### config.mk
export PLATFORM = sky130hd
export DESIGN_NAME = pnlc_top
export DESIGN_NICKNAME = d
export VERILOG_FILES = /design/src/core/pnlc_pkg.sv /design/src/core/pnlc_top.sv
export VERILOG_INCLUDE_DIRS = /design/src /design/src/core
export SDC_FILE = /design/constraint.sdc
export NUM_CORES = 1
export LEC_CHECK = 0
export ABC_AREA = 1
export BUFFER_PORTS_ARGS = -buffer_cell sky130_fd_sc_hd__buf_2
export CORE_MARGIN = 2
export CORE_UTILIZATION = 40
export DETAILED_ROUTE_END_ITERATION = 12
export REMOVE_ABC_BUFFERS = 1
export SYNTH_ARGS = -nofsm -noshare
export SYNTH_HDL_FRONTEND = slang
export SYNTH_SLANG_ARGS = --single-unit
### constraint.sdc
create_clock -name I_REF_CLK -period 6.29 [get_ports I_REF_CLK]
set_input_delay 0.9435 -clock I_REF_CLK [delete_from_list [all_inputs] [get_ports I_REF_CLK]]
set_output_delay 0.9435 -clock I_REF_CLK [all_outputs]
set_load 0.02 [all_outputs]
### src/core/pnlc_regs.svh
// Register offsets, field positions, factory values and timing figures of the panel control.
`ifndef PNLC_REGS_SVH
`define PNLC_REGS_SVH
`define PNLC_A_STATUS 8'h00
`define PNLC_A_CTRL 8'h04
`define PNLC_A_VSET0 8'h08
`define PNLC_A_VSET1 8'h0c
`define PNLC_A_VSET2 8'h10
`define PNLC_A_SRE 8'h14
`define PNLC_A_CFG 8'h18
`define PNLC_C_REM 0
`define PNLC_C_OUT 1
`define PNLC_C_ACK 2
`define PNLC_C_FOL 3
`define PNLC_F_VSET 16'h0000
`define PNLC_F_SEL 2'h0
`define PNLC_F_RANGE 1'b1
`define PNLC_F_FAST 1'b0
`define PNLC_F_LOCK 1'b0
`define PNLC_F_ADDR 5'h01
`define PNLC_F_BAUD 3'h3
`define PNLC_R_SRE 8'h00
`define PNLC_R_ACK 1'b1
`define PNLC_R_FOL 1'b1
`define PNLC_STEP_FINE 16'h0001
`define PNLC_STEP_COARSE 16'h0064
`define PNLC_VMAX 16'hea60
`define PNLC_CLK_MHZ 125
`define PNLC_TRIP_MS 1500
`define PNLC_UNLOCK_MS 500
`define PNLC_BLINK_MS 250
`define PNLC_FAST_MS 50
`define PNLC_CYC_MAX(ms) ((ms) * `PNLC_CLK_MHZ * 1000)
`endif

### src/core/pnlc_pkg.sv
// Types shared by the panel control and its bench.
package pnlc_pkg;
  typedef logic [2:0][15:0] pnlc_vset_t;
  typedef logic [2:0][16:0] pnlc_curr_t;
  typedef enum logic [1:0] {
    PNLC_OFF = 2'b00,
    PNLC_ON = 2'b01,
    PNLC_TRIP = 2'b11
  } pnlc_out_e;
  typedef struct packed {
    pnlc_vset_t vset;
    logic [1:0] sel;
    logic range_hi;
    logic fast;
    logic lock;
    logic [4:0] addr;
    logic [2:0] baud;
  } pnlc_backup_s;
endpackage

### src/core/pnlc_top.sv
// Front-panel control of a three-channel voltage source with an AXI4-Lite register slave.
// How it works
// - each output key press toggles output; lamp lit while on. The code ignores the output key while remote.
// - output lamp stays continuously lit while output is on.
// - any channel over-range for 1.5 s continuously trips and cuts output.
// - ammeter shows dash pattern while current exceeds the limit.
// - after a trip, show tripping channel and flash the output lamp.
// - output key press during a trip clears it.
// - ammeter shows selected channel current; voltage display its setting.
// - channel picker key steps the selected channel.
// - range key toggles channel-1 range only when channel 1 selected.
// - knob adjusts selected voltage; faster turning gives larger steps.
// - return key while remote lamp lit gives control to the panel.
// - modifier plus return sets key lock; only output key then works.
// - lock releases only after modifier plus return held 0.5 s.
// - modifier plus picker toggles fast sampling and its lamp.
// - fast sampling presents the reading with five-digit resolution.
// - power-on dash display during init never starts a trip.
// - picker held at power-on restores factory settings.
// - every power-on sets output off, local, trip clear, defaults.
// - backed settings survive power-off; factory values given.
//
// The implementer's own choices: register access over AXI4-Lite and the register offsets.
`timescale 1ns/1ps
`include "pnlc_regs.svh"
module pnlc_top #(
  parameter int TRIP_CYC = `PNLC_CYC_MAX(`PNLC_TRIP_MS),
  parameter int UNLOCK_CYC = `PNLC_CYC_MAX(`PNLC_UNLOCK_MS),
  parameter int BLINK_CYC = `PNLC_CYC_MAX(`PNLC_BLINK_MS),
  parameter int FAST_CYC = `PNLC_CYC_MAX(`PNLC_FAST_MS)
) (
  input wire logic I_REF_CLK,
  input wire logic I_ARST_N,
  input wire logic I_KEY_OUT,
  input wire logic I_KEY_RANGE,
  input wire logic I_KEY_PICK,
  input wire logic I_KEY_RET,
  input wire logic I_KEY_MOD,
  input wire logic I_KNOB_TICK,
  input wire logic I_KNOB_CW,
  input wire logic I_INIT_BUSY,
  input wire logic [2:0] I_OVER_RANGE,
  input wire pnlc_pkg::pnlc_curr_t I_CURR,
  input wire pnlc_pkg::pnlc_backup_s I_BACKUP,
  output logic O_OUT_EN,
  output logic O_OUT_LAMP,
  output logic O_TRIP,
  output logic [1:0] O_TRIP_CH,
  output logic [1:0] O_SEL,
  output logic O_RANGE_HI,
  output logic O_FAST_LAMP,
  output logic O_LOCK_LAMP,
  output logic O_REMOTE_LAMP,
  output logic O_AMM_DASH,
  output logic [16:0] O_AMM_VAL,
  output logic [15:0] O_VSET_DISP,
  output pnlc_pkg::pnlc_vset_t O_VSET,
  output pnlc_pkg::pnlc_backup_s O_BACKUP,
  output logic O_ACK_EN,
  output logic O_FOLLOW,
  output logic [7:0] O_SRE,
  input wire logic [7:0] I_AWADDR,
  input wire logic I_AWVALID,
  output logic O_AWREADY,
  input wire logic [31:0] I_WDATA,
  input wire logic [3:0] I_WSTRB,
  input wire logic I_WVALID,
  output logic O_WREADY,
  output logic [1:0] O_BRESP,
  output logic O_BVALID,
  input wire logic I_BREADY,
  input wire logic [7:0] I_ARADDR,
  input wire logic I_ARVALID,
  output logic O_ARREADY,
  output logic [31:0] O_RDATA,
  output logic [1:0] O_RRESP,
  output logic O_RVALID,
  input wire logic I_RREADY
);
  import pnlc_pkg::*;

  if (TRIP_CYC < 2 || UNLOCK_CYC < 2 || BLINK_CYC < 1 || FAST_CYC < 1) begin
    $error("pnlc_top: timing counts too small");
  end

  localparam pnlc_backup_s FACT = '{vset: {3{`PNLC_F_VSET}}, sel: `PNLC_F_SEL,
    range_hi: `PNLC_F_RANGE, fast: `PNLC_F_FAST, lock: `PNLC_F_LOCK,
    addr: `PNLC_F_ADDR, baud: `PNLC_F_BAUD};

  // Byte-lane merge of a bus write into a stored word.
  function automatic logic [31:0] merge(input logic [31:0] old, input logic [31:0] d,
                                        input logic [3:0] be);
    logic [31:0] r;
    r = old;
    for (int i = 0; i < 4; i++) begin
      if (be[i]) begin
        r[8*i +: 8] = d[8*i +: 8];
      end
    end
    return r;
  endfunction

  // Add or subtract a step, held inside zero and full scale.
  function automatic logic [15:0] nudge(input logic [15:0] v, input logic [15:0] s,
                                        input logic up);
    logic [16:0] t;
    t = 17'h00000;
    if (up) begin
      t = {1'b0, v} + {1'b0, s};
      return (t > {1'b0, `PNLC_VMAX}) ? `PNLC_VMAX : t[15:0];
    end
    return (v < s) ? 16'h0000 : v - s;
  endfunction

  logic boot_r, rem_r, lock_r, range_r, fast_r, blink_r, ack_r, fol_r, dash_r;
  logic [1:0] sel_r, trip_ch_r;
  logic [4:0] addr_r;
  logic [2:0] baud_r;
  logic [7:0] sre_r;
  logic [16:0] amm_r;
  pnlc_vset_t vset_r;
  pnlc_out_e state_r;
  logic [31:0] ovr_cnt_r, rel_cnt_r, blink_cnt_r, gap_r;
  logic [4:0] key_q_r;
  pnlc_backup_s boot_src;
  logic p_out, p_rng, p_pick, p_ret, panel_ok, out_cmd, trip_fire, over;
  logic aw_have_r, w_have_r, bvalid_r, rvalid_r;
  logic [7:0] aw_addr_r;
  logic [31:0] w_data_r, rdata_r, rd_word, vset_m, sre_m, cfg_m;
  logic [3:0] w_strb_r;
  logic [1:0] bresp_r, rresp_r, wr_ch;
  logic wr_go, wr_map, rd_map, ctrl_wr;

  assign boot_src = I_KEY_PICK ? FACT : I_BACKUP;

  // Key press edges; locked and remote states gate picker, range and knob; remote also gates the output key.
  always_ff @(posedge I_REF_CLK or negedge I_ARST_N) begin
    if (!I_ARST_N) begin
      key_q_r <= 5'h1f;
    end else begin
      key_q_r <= {I_KEY_OUT, I_KEY_RANGE, I_KEY_PICK, I_KEY_RET, I_KEY_MOD};
    end
  end
  assign p_out = I_KEY_OUT & ~key_q_r[4] & ~boot_r;
  assign p_rng = I_KEY_RANGE & ~key_q_r[3] & ~boot_r;
  assign p_pick = I_KEY_PICK & ~key_q_r[2] & ~boot_r;
  assign p_ret = I_KEY_RET & ~key_q_r[1] & ~boot_r;
  assign panel_ok = ~rem_r & ~lock_r;
  assign over = |I_OVER_RANGE;

  // Power-on load of backed settings, the single boot cycle.
  always_ff @(posedge I_REF_CLK or negedge I_ARST_N) begin
    if (!I_ARST_N) begin
      boot_r <= 1'b1;
    end else begin
      boot_r <= 1'b0;
    end
  end

  assign out_cmd = (p_out & ~rem_r) | ctrl_wr & w_data_r[`PNLC_C_OUT];
  assign trip_fire = (state_r == PNLC_ON) & over & ~I_INIT_BUSY
                     & (ovr_cnt_r == TRIP_CYC - 1);

  // Output state: off, on, tripped; power-on always starts off.
  always_ff @(posedge I_REF_CLK or negedge I_ARST_N) begin
    if (!I_ARST_N) begin
      state_r <= PNLC_OFF;
    end else begin
      case (state_r)
        PNLC_OFF: begin
          if (out_cmd) begin
            state_r <= PNLC_ON;
          end
        end
        PNLC_ON: begin
          if (out_cmd) begin
            state_r <= PNLC_OFF;
          end else if (trip_fire) begin
            state_r <= PNLC_TRIP;
          end
        end
        PNLC_TRIP: begin
          if (out_cmd) begin
            state_r <= PNLC_OFF;
          end
        end
        default: begin
          state_r <= PNLC_OFF;
        end
      endcase
    end
  end

  // restartable over-range timer; held clear during init.
  always_ff @(posedge I_REF_CLK or negedge I_ARST_N) begin
    if (!I_ARST_N) begin
      ovr_cnt_r <= 32'h0;
    end else if (I_INIT_BUSY || !over || state_r != PNLC_ON) begin
      ovr_cnt_r <= 32'h0;
    end else if (ovr_cnt_r != TRIP_CYC - 1) begin
      ovr_cnt_r <= ovr_cnt_r + 32'h1;
    end
  end

  always_ff @(posedge I_REF_CLK or negedge I_ARST_N) begin
    if (!I_ARST_N) begin
      trip_ch_r <= 2'h0;
    end else if (trip_fire) begin
      trip_ch_r <= I_OVER_RANGE[0] ? 2'h0 : (I_OVER_RANGE[1] ? 2'h1 : 2'h2);
    end
  end

  // Free-running flash clock for the tripped lamp.
  always_ff @(posedge I_REF_CLK or negedge I_ARST_N) begin
    if (!I_ARST_N) begin
      blink_cnt_r <= 32'h0;
      blink_r <= 1'b0;
    end else if (blink_cnt_r == BLINK_CYC - 1) begin
      blink_cnt_r <= 32'h0;
      blink_r <= ~blink_r;
    end else begin
      blink_cnt_r <= blink_cnt_r + 32'h1;
    end
  end

  // channel step; channel-1 range; sampling toggle.
  always_ff @(posedge I_REF_CLK or negedge I_ARST_N) begin
    if (!I_ARST_N) begin
      sel_r <= `PNLC_F_SEL;
      range_r <= `PNLC_F_RANGE;
      fast_r <= `PNLC_F_FAST;
    end else if (boot_r) begin
      sel_r <= boot_src.sel;
      range_r <= boot_src.range_hi;
      fast_r <= boot_src.fast;
    end else if (panel_ok) begin
      if (p_pick && !I_KEY_MOD) begin
        sel_r <= (sel_r == 2'h2) ? 2'h0 : sel_r + 2'h1;
      end
      if (p_pick && I_KEY_MOD) begin
        fast_r <= ~fast_r;
      end
      if (p_rng && sel_r == 2'h0) begin
        range_r <= ~range_r;
      end
    end
  end

  // knob speed: cycles since the previous detent.
  always_ff @(posedge I_REF_CLK or negedge I_ARST_N) begin
    if (!I_ARST_N) begin
      gap_r <= 32'h0;
    end else if (I_KNOB_TICK) begin
      gap_r <= 32'h0;
    end else if (gap_r != FAST_CYC) begin
      gap_r <= gap_r + 32'h1;
    end
  end

  // Voltage settings from the knob while the panel has control, or from the bus at any time.
  always_ff @(posedge I_REF_CLK or negedge I_ARST_N) begin
    if (!I_ARST_N) begin
      vset_r <= {3{`PNLC_F_VSET}};
    end else if (boot_r) begin
      vset_r <= boot_src.vset;
    end else if (wr_go && wr_map && aw_addr_r >= `PNLC_A_VSET0 && aw_addr_r <= `PNLC_A_VSET2) begin
      vset_r[wr_ch] <= (vset_m > {16'h0, `PNLC_VMAX}) ? `PNLC_VMAX : vset_m[15:0];
    end else if (panel_ok && I_KNOB_TICK) begin
      vset_r[sel_r] <= nudge(vset_r[sel_r], (gap_r < FAST_CYC) ? `PNLC_STEP_COARSE :
                             `PNLC_STEP_FINE, I_KNOB_CW);
    end
  end

  // lock set; held release; power-on load.
  always_ff @(posedge I_REF_CLK or negedge I_ARST_N) begin
    if (!I_ARST_N) begin
      lock_r <= `PNLC_F_LOCK;
      rel_cnt_r <= 32'h0;
    end else if (boot_r) begin
      lock_r <= boot_src.lock;
      rel_cnt_r <= 32'h0;
    end else if (!lock_r) begin
      rel_cnt_r <= 32'h0;
      if (p_ret && I_KEY_MOD && !rem_r) begin
        lock_r <= 1'b1;
      end
    end else if (!(I_KEY_RET && I_KEY_MOD)) begin
      rel_cnt_r <= 32'h0;
    end else if (rel_cnt_r == UNLOCK_CYC - 1) begin
      lock_r <= 1'b0;
      rel_cnt_r <= 32'h0;
    end else begin
      rel_cnt_r <= rel_cnt_r + 32'h1;
    end
  end

  // power-on remote state; bus write or return key moves it.
  always_ff @(posedge I_REF_CLK or negedge I_ARST_N) begin
    if (!I_ARST_N) begin
      rem_r <= 1'b0;
      ack_r <= `PNLC_R_ACK;
      fol_r <= `PNLC_R_FOL;
    end else if (ctrl_wr) begin
      rem_r <= w_data_r[`PNLC_C_REM];
      ack_r <= w_data_r[`PNLC_C_ACK];
      fol_r <= w_data_r[`PNLC_C_FOL];
    end else if (rem_r && !lock_r && p_ret && !I_KEY_MOD) begin
      rem_r <= 1'b0;
    end
  end

  // Request enable and interface settings written over the bus.
  always_ff @(posedge I_REF_CLK or negedge I_ARST_N) begin
    if (!I_ARST_N) begin
      sre_r <= `PNLC_R_SRE;
      addr_r <= `PNLC_F_ADDR;
      baud_r <= `PNLC_F_BAUD;
    end else if (boot_r) begin
      addr_r <= boot_src.addr;
      baud_r <= boot_src.baud;
    end else if (wr_go && aw_addr_r == `PNLC_A_SRE) begin
      sre_r <= sre_m[7:0];
    end else if (wr_go && aw_addr_r == `PNLC_A_CFG) begin
      addr_r <= cfg_m[4:0];
      baud_r <= cfg_m[10:8];
    end
  end

  // dash on over-range; selected current; fine digit.
  always_ff @(posedge I_REF_CLK or negedge I_ARST_N) begin
    if (!I_ARST_N) begin
      dash_r <= 1'b1;
      amm_r <= 17'h0;
    end else begin
      dash_r <= over | I_INIT_BUSY;
      amm_r <= fast_r ? I_CURR[sel_r] : I_CURR[sel_r] / 17'd10;
    end
  end

  // Panel and analog-side outputs.
  // lamp lit while on; flashing when tripped.
  assign O_OUT_LAMP = (state_r == PNLC_ON) | ((state_r == PNLC_TRIP) & blink_r);
  assign O_OUT_EN = (state_r == PNLC_ON);
  assign O_TRIP = (state_r == PNLC_TRIP);
  assign O_TRIP_CH = trip_ch_r;
  assign O_SEL = sel_r;
  assign O_RANGE_HI = range_r;
  assign O_FAST_LAMP = fast_r;
  assign O_LOCK_LAMP = lock_r;
  assign O_REMOTE_LAMP = rem_r;
  assign O_AMM_DASH = dash_r;
  assign O_AMM_VAL = amm_r;
  assign O_VSET_DISP = vset_r[sel_r];
  assign O_VSET = vset_r;
  // backed settings leave for battery storage.
  assign O_BACKUP = '{vset: vset_r, sel: sel_r, range_hi: range_r, fast: fast_r,
                      lock: lock_r, addr: addr_r, baud: baud_r};
  assign O_ACK_EN = ack_r;
  assign O_FOLLOW = fol_r;
  assign O_SRE = sre_r;

  // Write channel: address and data taken in either order, then committed.
  assign wr_go = aw_have_r & w_have_r & ~bvalid_r;
  assign wr_map = aw_addr_r >= `PNLC_A_CTRL && aw_addr_r <= `PNLC_A_CFG &&
                  aw_addr_r[1:0] == 2'h0;
  assign ctrl_wr = wr_go & (aw_addr_r == `PNLC_A_CTRL) & w_strb_r[0];
  // Held bus word merged into each stored word; the voltage index wraps so 0x10 is channel 3.
  assign wr_ch = aw_addr_r[3:2] - 2'h2;
  assign vset_m = merge({16'h0, vset_r[wr_ch]}, w_data_r, w_strb_r);
  assign sre_m = merge({24'h0, sre_r}, w_data_r, w_strb_r);
  assign cfg_m = merge({21'h0, baud_r, 3'h0, addr_r}, w_data_r, w_strb_r);
  assign O_AWREADY = ~aw_have_r & ~bvalid_r;
  assign O_WREADY = ~w_have_r & ~bvalid_r;
  always_ff @(posedge I_REF_CLK or negedge I_ARST_N) begin
    if (!I_ARST_N) begin
      aw_have_r <= 1'b0;
      w_have_r <= 1'b0;
      aw_addr_r <= 8'h0;
      w_data_r <= 32'h0;
      w_strb_r <= 4'h0;
      bvalid_r <= 1'b0;
      bresp_r <= 2'h0;
    end else begin
      if (I_AWVALID && O_AWREADY) begin
        aw_have_r <= 1'b1;
        aw_addr_r <= I_AWADDR;
      end
      if (I_WVALID && O_WREADY) begin
        w_have_r <= 1'b1;
        w_data_r <= I_WDATA;
        w_strb_r <= I_WSTRB;
      end
      if (wr_go) begin
        aw_have_r <= 1'b0;
        w_have_r <= 1'b0;
        bvalid_r <= 1'b1;
        bresp_r <= wr_map ? 2'h0 : 2'h2;
      end else if (bvalid_r && I_BREADY) begin
        bvalid_r <= 1'b0;
      end
    end
  end
  assign O_BVALID = bvalid_r;
  assign O_BRESP = bresp_r;

  // Read decode; status is read-only, unmapped words answer with an error.
  always_comb begin
    rd_word = 32'h0;
    rd_map = 1'b1;
    case (I_ARADDR)
      `PNLC_A_STATUS: rd_word = {20'h0, dash_r, I_INIT_BUSY, rem_r, lock_r, fast_r,
                                 range_r, sel_r, trip_ch_r, state_r};
      `PNLC_A_CTRL: rd_word = {28'h0, fol_r, ack_r, O_OUT_EN, rem_r};
      `PNLC_A_VSET0: rd_word = {16'h0, vset_r[0]};
      `PNLC_A_VSET1: rd_word = {16'h0, vset_r[1]};
      `PNLC_A_VSET2: rd_word = {16'h0, vset_r[2]};
      `PNLC_A_SRE: rd_word = {24'h0, sre_r};
      `PNLC_A_CFG: rd_word = {21'h0, baud_r, 3'h0, addr_r};
      default: rd_map = 1'b0;
    endcase
  end
  assign O_ARREADY = ~rvalid_r;
  always_ff @(posedge I_REF_CLK or negedge I_ARST_N) begin
    if (!I_ARST_N) begin
      rvalid_r <= 1'b0;
      rdata_r <= 32'h0;
      rresp_r <= 2'h0;
    end else if (I_ARVALID && O_ARREADY) begin
      rvalid_r <= 1'b1;
      rdata_r <= rd_word;
      rresp_r <= rd_map ? 2'h0 : 2'h2;
    end else if (rvalid_r && I_RREADY) begin
      rvalid_r <= 1'b0;
    end
  end
  assign O_RVALID = rvalid_r;
  assign O_RDATA = rdata_r;
  assign O_RRESP = rresp_r;
endmodule

## Word level (Yosys, flattened, before mapping)

Index checks and enable logic that the tools add are counted.

- Reductions and logical operators: 58
- Multiplexer cells: 87
- Equality and inequality tests: 22
- Magnitude comparators: 12
- Divide/modulo/power cells: 1
- Bitwise gates (word level): 39
- $add $sub $neg: 8

Operators with widths:

| kind | number |
|---|---|
| 32-bit 2-to-1 mux | 9 |
| 16-bit 2-to-1 mux | 12 |
| 48-bit 2-to-1 mux | 3 |
| 32-bit by 1-bit adder with 32-bit output (second input constant) | 4 |
| 16-bit one-hot mux with 7 select lines | 1 |
| 48-bit bitwise mux | 2 |
| 16-bit binary-select mux with 2-bit select | 2 |
| 16-bit demux with 2-bit select | 2 |
| 61-bit 2-to-1 mux | 1 |
| 8-bit by 5-bit == test with 1-bit output (second input constant) | 5 |
| 17-bit binary-select mux with 2-bit select | 1 |
| 17-bit 2-to-1 mux | 2 |
| 32-bit by 25-bit == test with 1-bit output (second input constant) | 1 |
| 32-bit by 26-bit == test with 1-bit output (second input constant) | 1 |
| 32-bit by 28-bit == test with 1-bit output (second input constant) | 1 |
| 32-bit by 16-bit > comparator with 1-bit output (second input constant) | 1 |
| 32-bit by 23-bit less-than comparator with 1-bit output (second input constant) | 1 |
| 8-bit 2-to-1 mux | 4 |
| 32-bit by 23-bit != test with 1-bit output (second input constant) | 1 |
| 32-bit by 28-bit != test with 1-bit output (second input constant) | 1 |
| 2-bit nonzero test | 14 |
| 1-bit 2-to-1 mux | 26 |
| 1-bit logical AND | 24 |
| 2-bit 2-to-1 mux | 12 |
| 35 further kinds | 96 |

- Flip-flop bits (word level): 313
- Bits of input ports: 182
- Logic and storage cells: 261

## Logic depth before layout (Yosys ltp)

Gate-level depths: netlist of the first run.

- Depth after elaboration: 16
- Depth in mapped cells: 70
- Depth with buffers taken out: 69

## Worst setup path before layout of the first run

Ideal clock, no wire load.

- Path type: input-to-reg
- Start point: input I_CURR[49] (netlist name)
- End point: register amm_r[0] (netlist: O_AMM_VAL[0])
- Library setup time: 0.117 ns
- Cell stages on the path: 63
- Data arrival time: 5.720 ns
- Buffers on the path: 0
- Required time: 6.173 ns
- Slack: 0.453 ns
- Cells stage by stage: nand3_1 > nand3_4 > clkinv_1 > nand3_1 > nand2_1 > inv_2 > nand2_2 > nand2_1 > nand2_2 > inv_2 > nand2_2 > nand2_4 > nand2_4 > nand2_4 > inv_2 > nand2_1 > nand2_2 > a21oi_4 > (+27 left out) > nand2_1 > nand2_2 > inv_1 > nand2_2 > nand2_4 > nand2_2 > and2_1 > ha_1 > inv_1 > nand3_2 > nand2_4 > nand2_2 > nand2_1 > nand2_1 > nor2_1 > nand2_1 > nand2_1 > nand2_1

- Longest elaborated chain between the ends: 4

Ends and longest elaborated chain:

| what | line | RTL |
|---|---|---|
| start: declaration | pnlc_top.sv:43 | `input wire pnlc_pkg::pnlc_curr_t I_CURR,` |
| 17-bit binary-select mux with 2-bit select | pnlc_top.sv:336 | `amm_r <= fast_r ? I_CURR[sel_r] : I_CURR[sel_r] / 17'd10;` |
| 17-bit 2-to-1 mux (not written as such) | pnlc_top.sv:336 |  |
| 17-bit by 4-bit divider with 17-bit output | pnlc_top.sv:336 |  |
| 17-bit 2-to-1 mux | pnlc_top.sv:336 |  |
| end signal: assignment | pnlc_top.sv:336 |  |
| end: declaration | pnlc_top.sv:120 | `logic [16:0] amm_r;` |

No other way between the ends. The select of a mux whose other input is x is not followed.
A chain may end at the register's enable or synchronous reset.

## Final worst setup path of the first run

- Start point: register sel_r[0] (netlist: O_SEL[0])
- End point: register amm_r[0] (netlist: O_AMM_VAL[0])

- Longest elaborated chain between the ends: 4

Ends and longest elaborated chain:

| what | line | RTL |
|---|---|---|
| start: declaration | pnlc_top.sv:116 | `logic [1:0] sel_r, trip_ch_r;` |
| start signal: assignment | pnlc_top.sv:229 | `` sel_r <= `PNLC_F_SEL; `` |
| start signal: assignment | pnlc_top.sv:233 | `sel_r <= boot_src.sel;` |
| start signal: assignment | pnlc_top.sv:238 | `sel_r <= (sel_r == 2'h2) ? 2'h0 : sel_r + 2'h1;` |
| 17-bit binary-select mux with 2-bit select (*) | pnlc_top.sv:336 |  |
| 17-bit 2-to-1 mux (not written as such) (*) | pnlc_top.sv:336 |  |
| 17-bit by 4-bit divider with 17-bit output | pnlc_top.sv:336 |  |
| 17-bit 2-to-1 mux (*) | pnlc_top.sv:336 |  |

Mark *: on every way between the ends. The rest lies on a longest branch, timed or not. The select of a mux whose other input is x is not followed.

==> impl_results.md, run 1 <==
* Final core utilization at about 50%
* Worst-margin pin slew at 1.305 ns
* Routed wl met2 at roughly 32000 um
* Mean post-synth cell area at between 7 and 8 um^2
* Worst-Skew Late Latency at between 0.5 and 0.6 ns
* Clock skew at 0.03090 ns
* Ys flop type: dfrtp_1
* Crit path buf inv count at 9
* Die Ht at approximately 220 um
* Fin. max-slew vios at 0
* Failing checks: negative setup slack
* Power Dens Cells at a little under 700 nW/um^2
* Combinational fraction of design power at between 60% and 70%
* GRT Residual Overflow at 0
* Fmax at 156.5 MHz
* # DRC at 0
* Net Sw Frac at about half
* Max Root-Sink Buffers at 3
* Final Cell Area at approximately 23000 um^2
* Final Cycle Share at 101.6%
* Area delta synth->final at 23.12%
* DP HPWL at between 50000 and 60000 um
* Sequential power share at roughly 17%
* Power share of the clock group at 14.8%
* Fin worst setup slack at -0.1003 ns
* First-pass GRT wire length at ~100000 um
* Rows at just under 80
* H-tree Lvls at 2
* TritonCTS clock tree: done
* CP Capture Type: flip-flop
* Min Tclk post-route at 6.390 ns
* Post-Syn Area at around 19000 um^2
* Largest net degree at the start of global routing at between 100 and 150
* Final WL at between 60000 and 70000 um
* Hold Slack at around 0.36 ns
* Kind of critical path: reg2reg
* Final cell count without fillers at roughly 3500
* Worst Hold Class: in2async
* Worst vdd ir at ~1.1 mV
* Cell taking the most area after synthesis: dfrtp_1
* Synth Instances at approximately 2500
* Met3 Wirelength at around 5900 um
* Slowest stage cell on the critical path: dfrtp_2
* Total number of vias at ~19000
* I/O Buffers at 368
* Vias per std cell at between 5 and 6
* Sw power at ~8.0 mW
* Global Route Usage Sum at between 20% and 30%
* Setup violators final at 2
* Io pins at between 300 and 400
* Clock Pin Slew Worst Setup and Hold Paths at about 0.060 ns
* Share of cells above drive strength 1 at 25.32%
* Die footprint at roughly 48000 um^2
* Int Power at between 7 and 8 mW
* Startpoint types: flip-flop
* Vias in the first global route at approximately 18000
* Flip-flop and latch count after synthesis at between 200 and 300
* Sequential fraction of the synthesis area at 39.78%
* Wirelength per Cell at 19.84 um
* Initial DRT Pass Iterations at 8
* Crit path largest cell delay at 0.46 ns
* Worst path most repeated cell: nand2_4
* CP Data Required Time at 6.73 ns
* Clock Sinks at 294
* Synth warnings at 0
* Worst-path maximum fanout at 5
* Total CTS buffers at 37
* Unrepaired setup endpoints after global routing: true
* Post-DRT Antenna Nets at 0
* Initial Util at around two fifths
* Antenna violations before repair at 9
* Top layer in use: met4
* Status: finished with violations
* Core region area at 45580 um^2
* Initial drt markers at roughly 1800
* Crit path DAT at 6.83 ns
* Leakage at roughly 11 nW
* Final Hold Fails at 0
* Top-area cell type share of the netlist area at 38.07%
* Largest cells by area after synthesis: dfrtp_1, nand2_1, inv_1, o21ai_0, nor2_1
* Routability cong. at 0.9531
* Post-synth cell types at 66
* CP delay by family, top: simple AND/OR/NAND/NOR gates
* Dpl cells at between 3000 and 4000
* Cts hold-fix bufs at 0
* Nets at a little over 3000
* Setup TNS at -0.1288 ns
* Post-synth ARST share at between 90% and 100%
* Relative slew slack at between 10% and 20%
* EDFF count, synth at 0
* Post-DP Area at between 20000 and 25000 um^2
* Die X at 219.3 um
* Max-cap violations at 0
* Root buf cell: clkbuf_16
* Routed metal-1 wirelength at about 28000 um
## final cells by class
| cell class | instances | area, um^2 |
|---|---|---|
| Fill cell | 4451 | 22760 |
| Clock inverter | 20 | 332.8 |
| Clock buffer | 47 | 983.4 |
| Antenna cell | 8 | 20.02 |
| Multi-Input combinational cell | 1676 | 9472 |
| Tap cell | 600 | 750.7 |
| Timing Repair Buffer | 443 | 2491 |
| Sequential cell | 294 | 7375 |
| Inverter | 368 | 1395 |
## cells by family after synthesis
group / count (synthesis) / share of synthesized area, %
adders and majority gates: 18 / 1.215
xor gates and xnor gates: 30 / 1.418
buffers and inverters: 519 / 12.14
other: 1 / 0.02023
DFF: 294 / 39.78
muxes: 32 / 1.944
AOI/OAI and AO/OA: 541 / 17.94
and+or+nand+nor: 1036 / 25.55
## synth_stat cells (all sizes together), types with 33 or more instances
| cell | count |
|---|---|
| a21oi | 146 |
| inv | 364 |
| o22ai | 33 |
| nand2 | 466 |
| buf | 85 |
| dfrtp | 282 |
| clkbuf | 66 |
| nor3 | 85 |
| nor2 | 231 |
| o21ai | 188 |
| a221oi | 35 |
| nand3 | 154 |
## path summary, 6_finish.rpt
kind | start | to | slack, ns | depth (start not counted)
worst max-delay path | O_SEL[0] | O_AMM_VAL[0] | -0.10 | 66
worst min register to register | rel_cnt_r[0] | rel_cnt_r[0] | 0.45 | 1
min in group I_REF_CLK | rel_cnt_r[0] | rel_cnt_r[0] | 0.45 | 1
worst max register to register | O_SEL[0] | O_AMM_VAL[0] | -0.10 | 66
worst min-delay path | I_ARST_N | O_AMM_VAL[5] | 0.36 | 1
max in group asynchronous | I_ARST_N | rel_cnt_r[2] | 4.42 | 2
## repair_timing
| action | in CTS | in global routing |
|---|---|---|
| endpoints found under the setup margin | 2 | 5 |
| setup buffers | 9 | 30 |
| resized for setup | 19 | 105 |
| pin swaps | 7 | 58 |
## power groups by stage
stage,Combinational [mW],Sequential (mW),Clock (mW)
CTS,8.27,2.66,2.39
global route,11.8,2.70,2.47
finish,10.8,2.67,2.36
global placement,7.81,2.67,0
detailed placement,8.06,2.69,0
floorplan,5.66,2.90,0
## state kept, by name (all words and copies together) (netlist names), 5 cells and up
signal       count
O_AMM_VAL       17
O_BACKUP        48
gap_r           32
blink_cnt_r     32
ovr_cnt_r       32
addr_r           5
O_SRE            8
aw_addr_r        8
w_data_r        32
O_RDATA         16
rel_cnt_r       32
## per-stage QoR
stage / setup WS [ns] / power, mW
after floorplan: 0.01610 / 8.557
after global placement: 0.01765 / 10.48
after detailed placement: -0.4297 / 10.74
after CTS: 0.003778 / 13.31
after global routing: -0.5121 / 16.94
final: -0.1003 / 15.87
## worst reg2reg max path, delay by kind of cell, from the launching register on
kind | cells | cell delay [ns]
AND/OR/NAND/NOR | 55 | 4.94
adder cells (fa/ha/maj) | 1 | 0.15
buffers and inverters | 9 | 0.61
AO/OA/AOI/OAI | 1 | 0.14
flip-flops | 1 | 0.46
## routing by layer
layer  vias up  global-route usage [%]
li1       8951                       -
met1      9141                   35.98
met2       882                   44.72
met3       182                   5.350
met4         0                   12.27
met5         -                       0
## cell usage in the layout, fill, tap and decap left out, drive strengths merged, types with 4 or more instances in the layout
cell type,instances
xor2,26
o22ai,33
a211oi,4
buf,443
nor3b,14
nor4,32
mux2,32
nand4,27
o31ai,6
bufinv,9
o21a,18
nand3b,4
nand2,466
a21oi,146
and3,6
clkinv,12
clkbuf,47
a221oi,35
nand3,154
conb,19
a32oi,23
xnor2,4
o221ai,15
or2,8
nor2,231
a31oi,21
dfrtp,282
dfstp,12
inv,367
diode,8
ha,18
a22oi,28
o21ai,188
nor3,85
and2,5
No activity file was read; power rests on OpenSTA's default activity.
==> run 2, diff against run 1 <==
Settings changed: CORE_ASPECT_RATIO from default to 0.6.
==> impl_results.md, run 2 (synthesis gave the netlist of run 1 again) <==
* Status: completed
* Hold Slack at between 0.3 and 0.4 ns
* Die X at 281.9 um
* Relative slew slack at between 10% and 20%
* GRT Residual Overflow at 0
* Final Hold Fails at 0
* Worst-Skew Late Latency at approximately 0.6 ns
* Sequential power share at between 15 and 20%
* Nets at 3025
* Kind of critical path: reg2reg
* Cts hold-fix bufs at 0
* CP delay by family, top: simple AND/OR/NAND/NOR gates
* Net Sw Frac at approximately 50%
* Total CTS buffers at 31
* Routability cong. at slightly above 1
* Commonest cells after routing, fill and taps aside: nand2_1, buf_2, inv_1
* Total number of vias at 19177
* Clock Pin Slew Worst Setup and Hold Paths at approximately 0.07 ns
* Worst-path maximum fanout at 7
* Commonest non-fill, non-tap cell in the layout: nand2_1
* Fin. max-slew vios at 0
* Vias per std cell at roughly 5.5
* Unrepaired setup endpoints after global routing: true
* Startpoint types: flip-flop
* Wirelength per Cell at 20.29 um
* First-pass GRT wire length at about 100000 um
* TritonCTS clock tree: done
* Sw power at 7.590 mW
* Vias in the first global route at about 17000
* Final Cycle Share at a little over nine tenths
* H-tree Lvls at 1
* Die footprint at roughly 48000 um^2
* Worst reg2reg path startpoint: O_SEL[0]
* Post-DP Area at approximately 21000 um^2
* Power Dens Cells at approximately 660 nW/um^2
* Largest net degree at the start of global routing at a little over 100
* Die Ht at 170.7 um
* DP HPWL at 53830 um
* Final cell count without fillers at 3480
* Io pins at slightly below 400
* Leakage at 10.76 nW
* Share of cells above drive strength 1 at 24.90%
* Slowest stage cell on the critical path: dfrtp_2
* Combinational fraction of design power at a little under 70%
* Antenna violations before repair at 4
* # DRC at 0
* Area delta synth->final at 21.35%
* Initial Util at 40.27%
* Global Route Usage Sum at 28.25%
* Worst vdd ir at 1.216 mV
* Max Root-Sink Buffers at 3
* Initial DRT Pass Iterations at 6
* CP Data Required Time at a little under 7 ns
* Max-cap violations at 0
* Root buf cell: clkbuf_16
* Final WL at around 71000 um
* Worst-margin pin slew at ~1.2 ns
* Fmax at 161.5 MHz
* Fin worst setup slack at approximately 0.099 ns
* Power share of the clock group at around an eighth
* Crit path buf inv count at 8
* Clock Sinks at 294
* Post-DRT Antenna Nets at 0
* Clock skew at a little over 0.02 ns
* Layout fillers at 4535
* Worst path most repeated cell: nand2_4
* Crit path from: O_SEL[0]
* Core region area at roughly 46000 um^2
* Dpl ws at -0.3636 ns
* Dpl cells at 3406
* Setup violators final at 0
* Worst Hold Class: in2async
* CP Capture Type: flip-flop
* Crit path largest cell delay at roughly 0.50 ns
* Crit path DAT at approximately 6.7 ns
* Int Power at 7.302 mW
* Min Tclk post-route at slightly above 6 ns
* Rows at 61
* I/O Buffers at ~370
* Max reg flops at 48
* Initial drt markers at about 2000
* Final Cell Area at between 20000 and 25000 um^2
-- run 2: changes by cell type in the layout (fill, tap and decap cells not counted), moves of 6 or more --
cell       change
buf_4         +18
nand2_1        +9
nand2_4        -9
clkbuf_16      -6
-- run 2: routing by layer --
metal	vias up	share of wire (%)	global-route usage (%)
li1	8932	-	-
met1	9190	45	41.65
met2	929	42	40.74
met3	124	9.6	6.582
met4	2	3.1	8.534
met5	-	0.018	0
-- run 2: area by class of cell --
type,count,area [um^2],share of cell area [%]
Antenna cell,3,7.507,0.03338
Clock buffer,43,880.8,3.917
Clock inverter,12,166.4,0.7399
Inverter,368,1391,6.186
Multi-Input combinational cell,1676,9373,41.67
Sequential cell,294,7375,32.79
Tap cell,630,788.3,3.505
Timing Repair Buffer,454,2509,11.15
-- run 2: power groups by stage --
stage	Sequential (mW)	Combinational, mW	Clock (mW)
2_1_floorplan	2.90	5.66	0
3_3_place_gp	2.64	8.49	0
3_5_place_dp	2.66	8.68	0
6_report	2.63	10.3	1.96
5_1_grt	2.67	11.2	2.07
4_1_cts	2.63	8.74	1.98
-- run 2: repair_timing --
item | 4_1_cts | 5_1_grt
pin swaps | 0 | 55
setup endpoints to repair | 1 | 3
hold endpoints to repair | 0 | 0
buffers inserted | 0 | 16
gates resized for setup | 3 | 93
-- run 2: path summary, 6_finish.rpt --
kind / cells past startpoint / slack [ns] / endpoint
min in group I_REF_CLK: 1 / 0.45 / key_q_r[4]
worst max register to register: 64 / 0.1 / O_AMM_VAL[0]
worst min-delay path: 1 / 0.37 / gap_r[8]
max in group asynchronous: 2 / 4.31 / rel_cnt_r[14]
worst max-delay path: 64 / 0.1 / O_AMM_VAL[0]
worst min register to register: 1 / 0.46 / blink_cnt_r[0]
-- run 2: through the flow --
stage | util [%] | TNS, ns | total power [mW]
after floorplan | - | 0 | 8.557
after global placement | 45.50 | -0.03159 | 11.14
after detailed placement | 45.50 | -0.5233 | 11.34
after CTS | 47.80 | 0 | 13.34
after global routing | 48.87 | -0.4271 | 15.95
final | 48.87 | 0 | 14.89
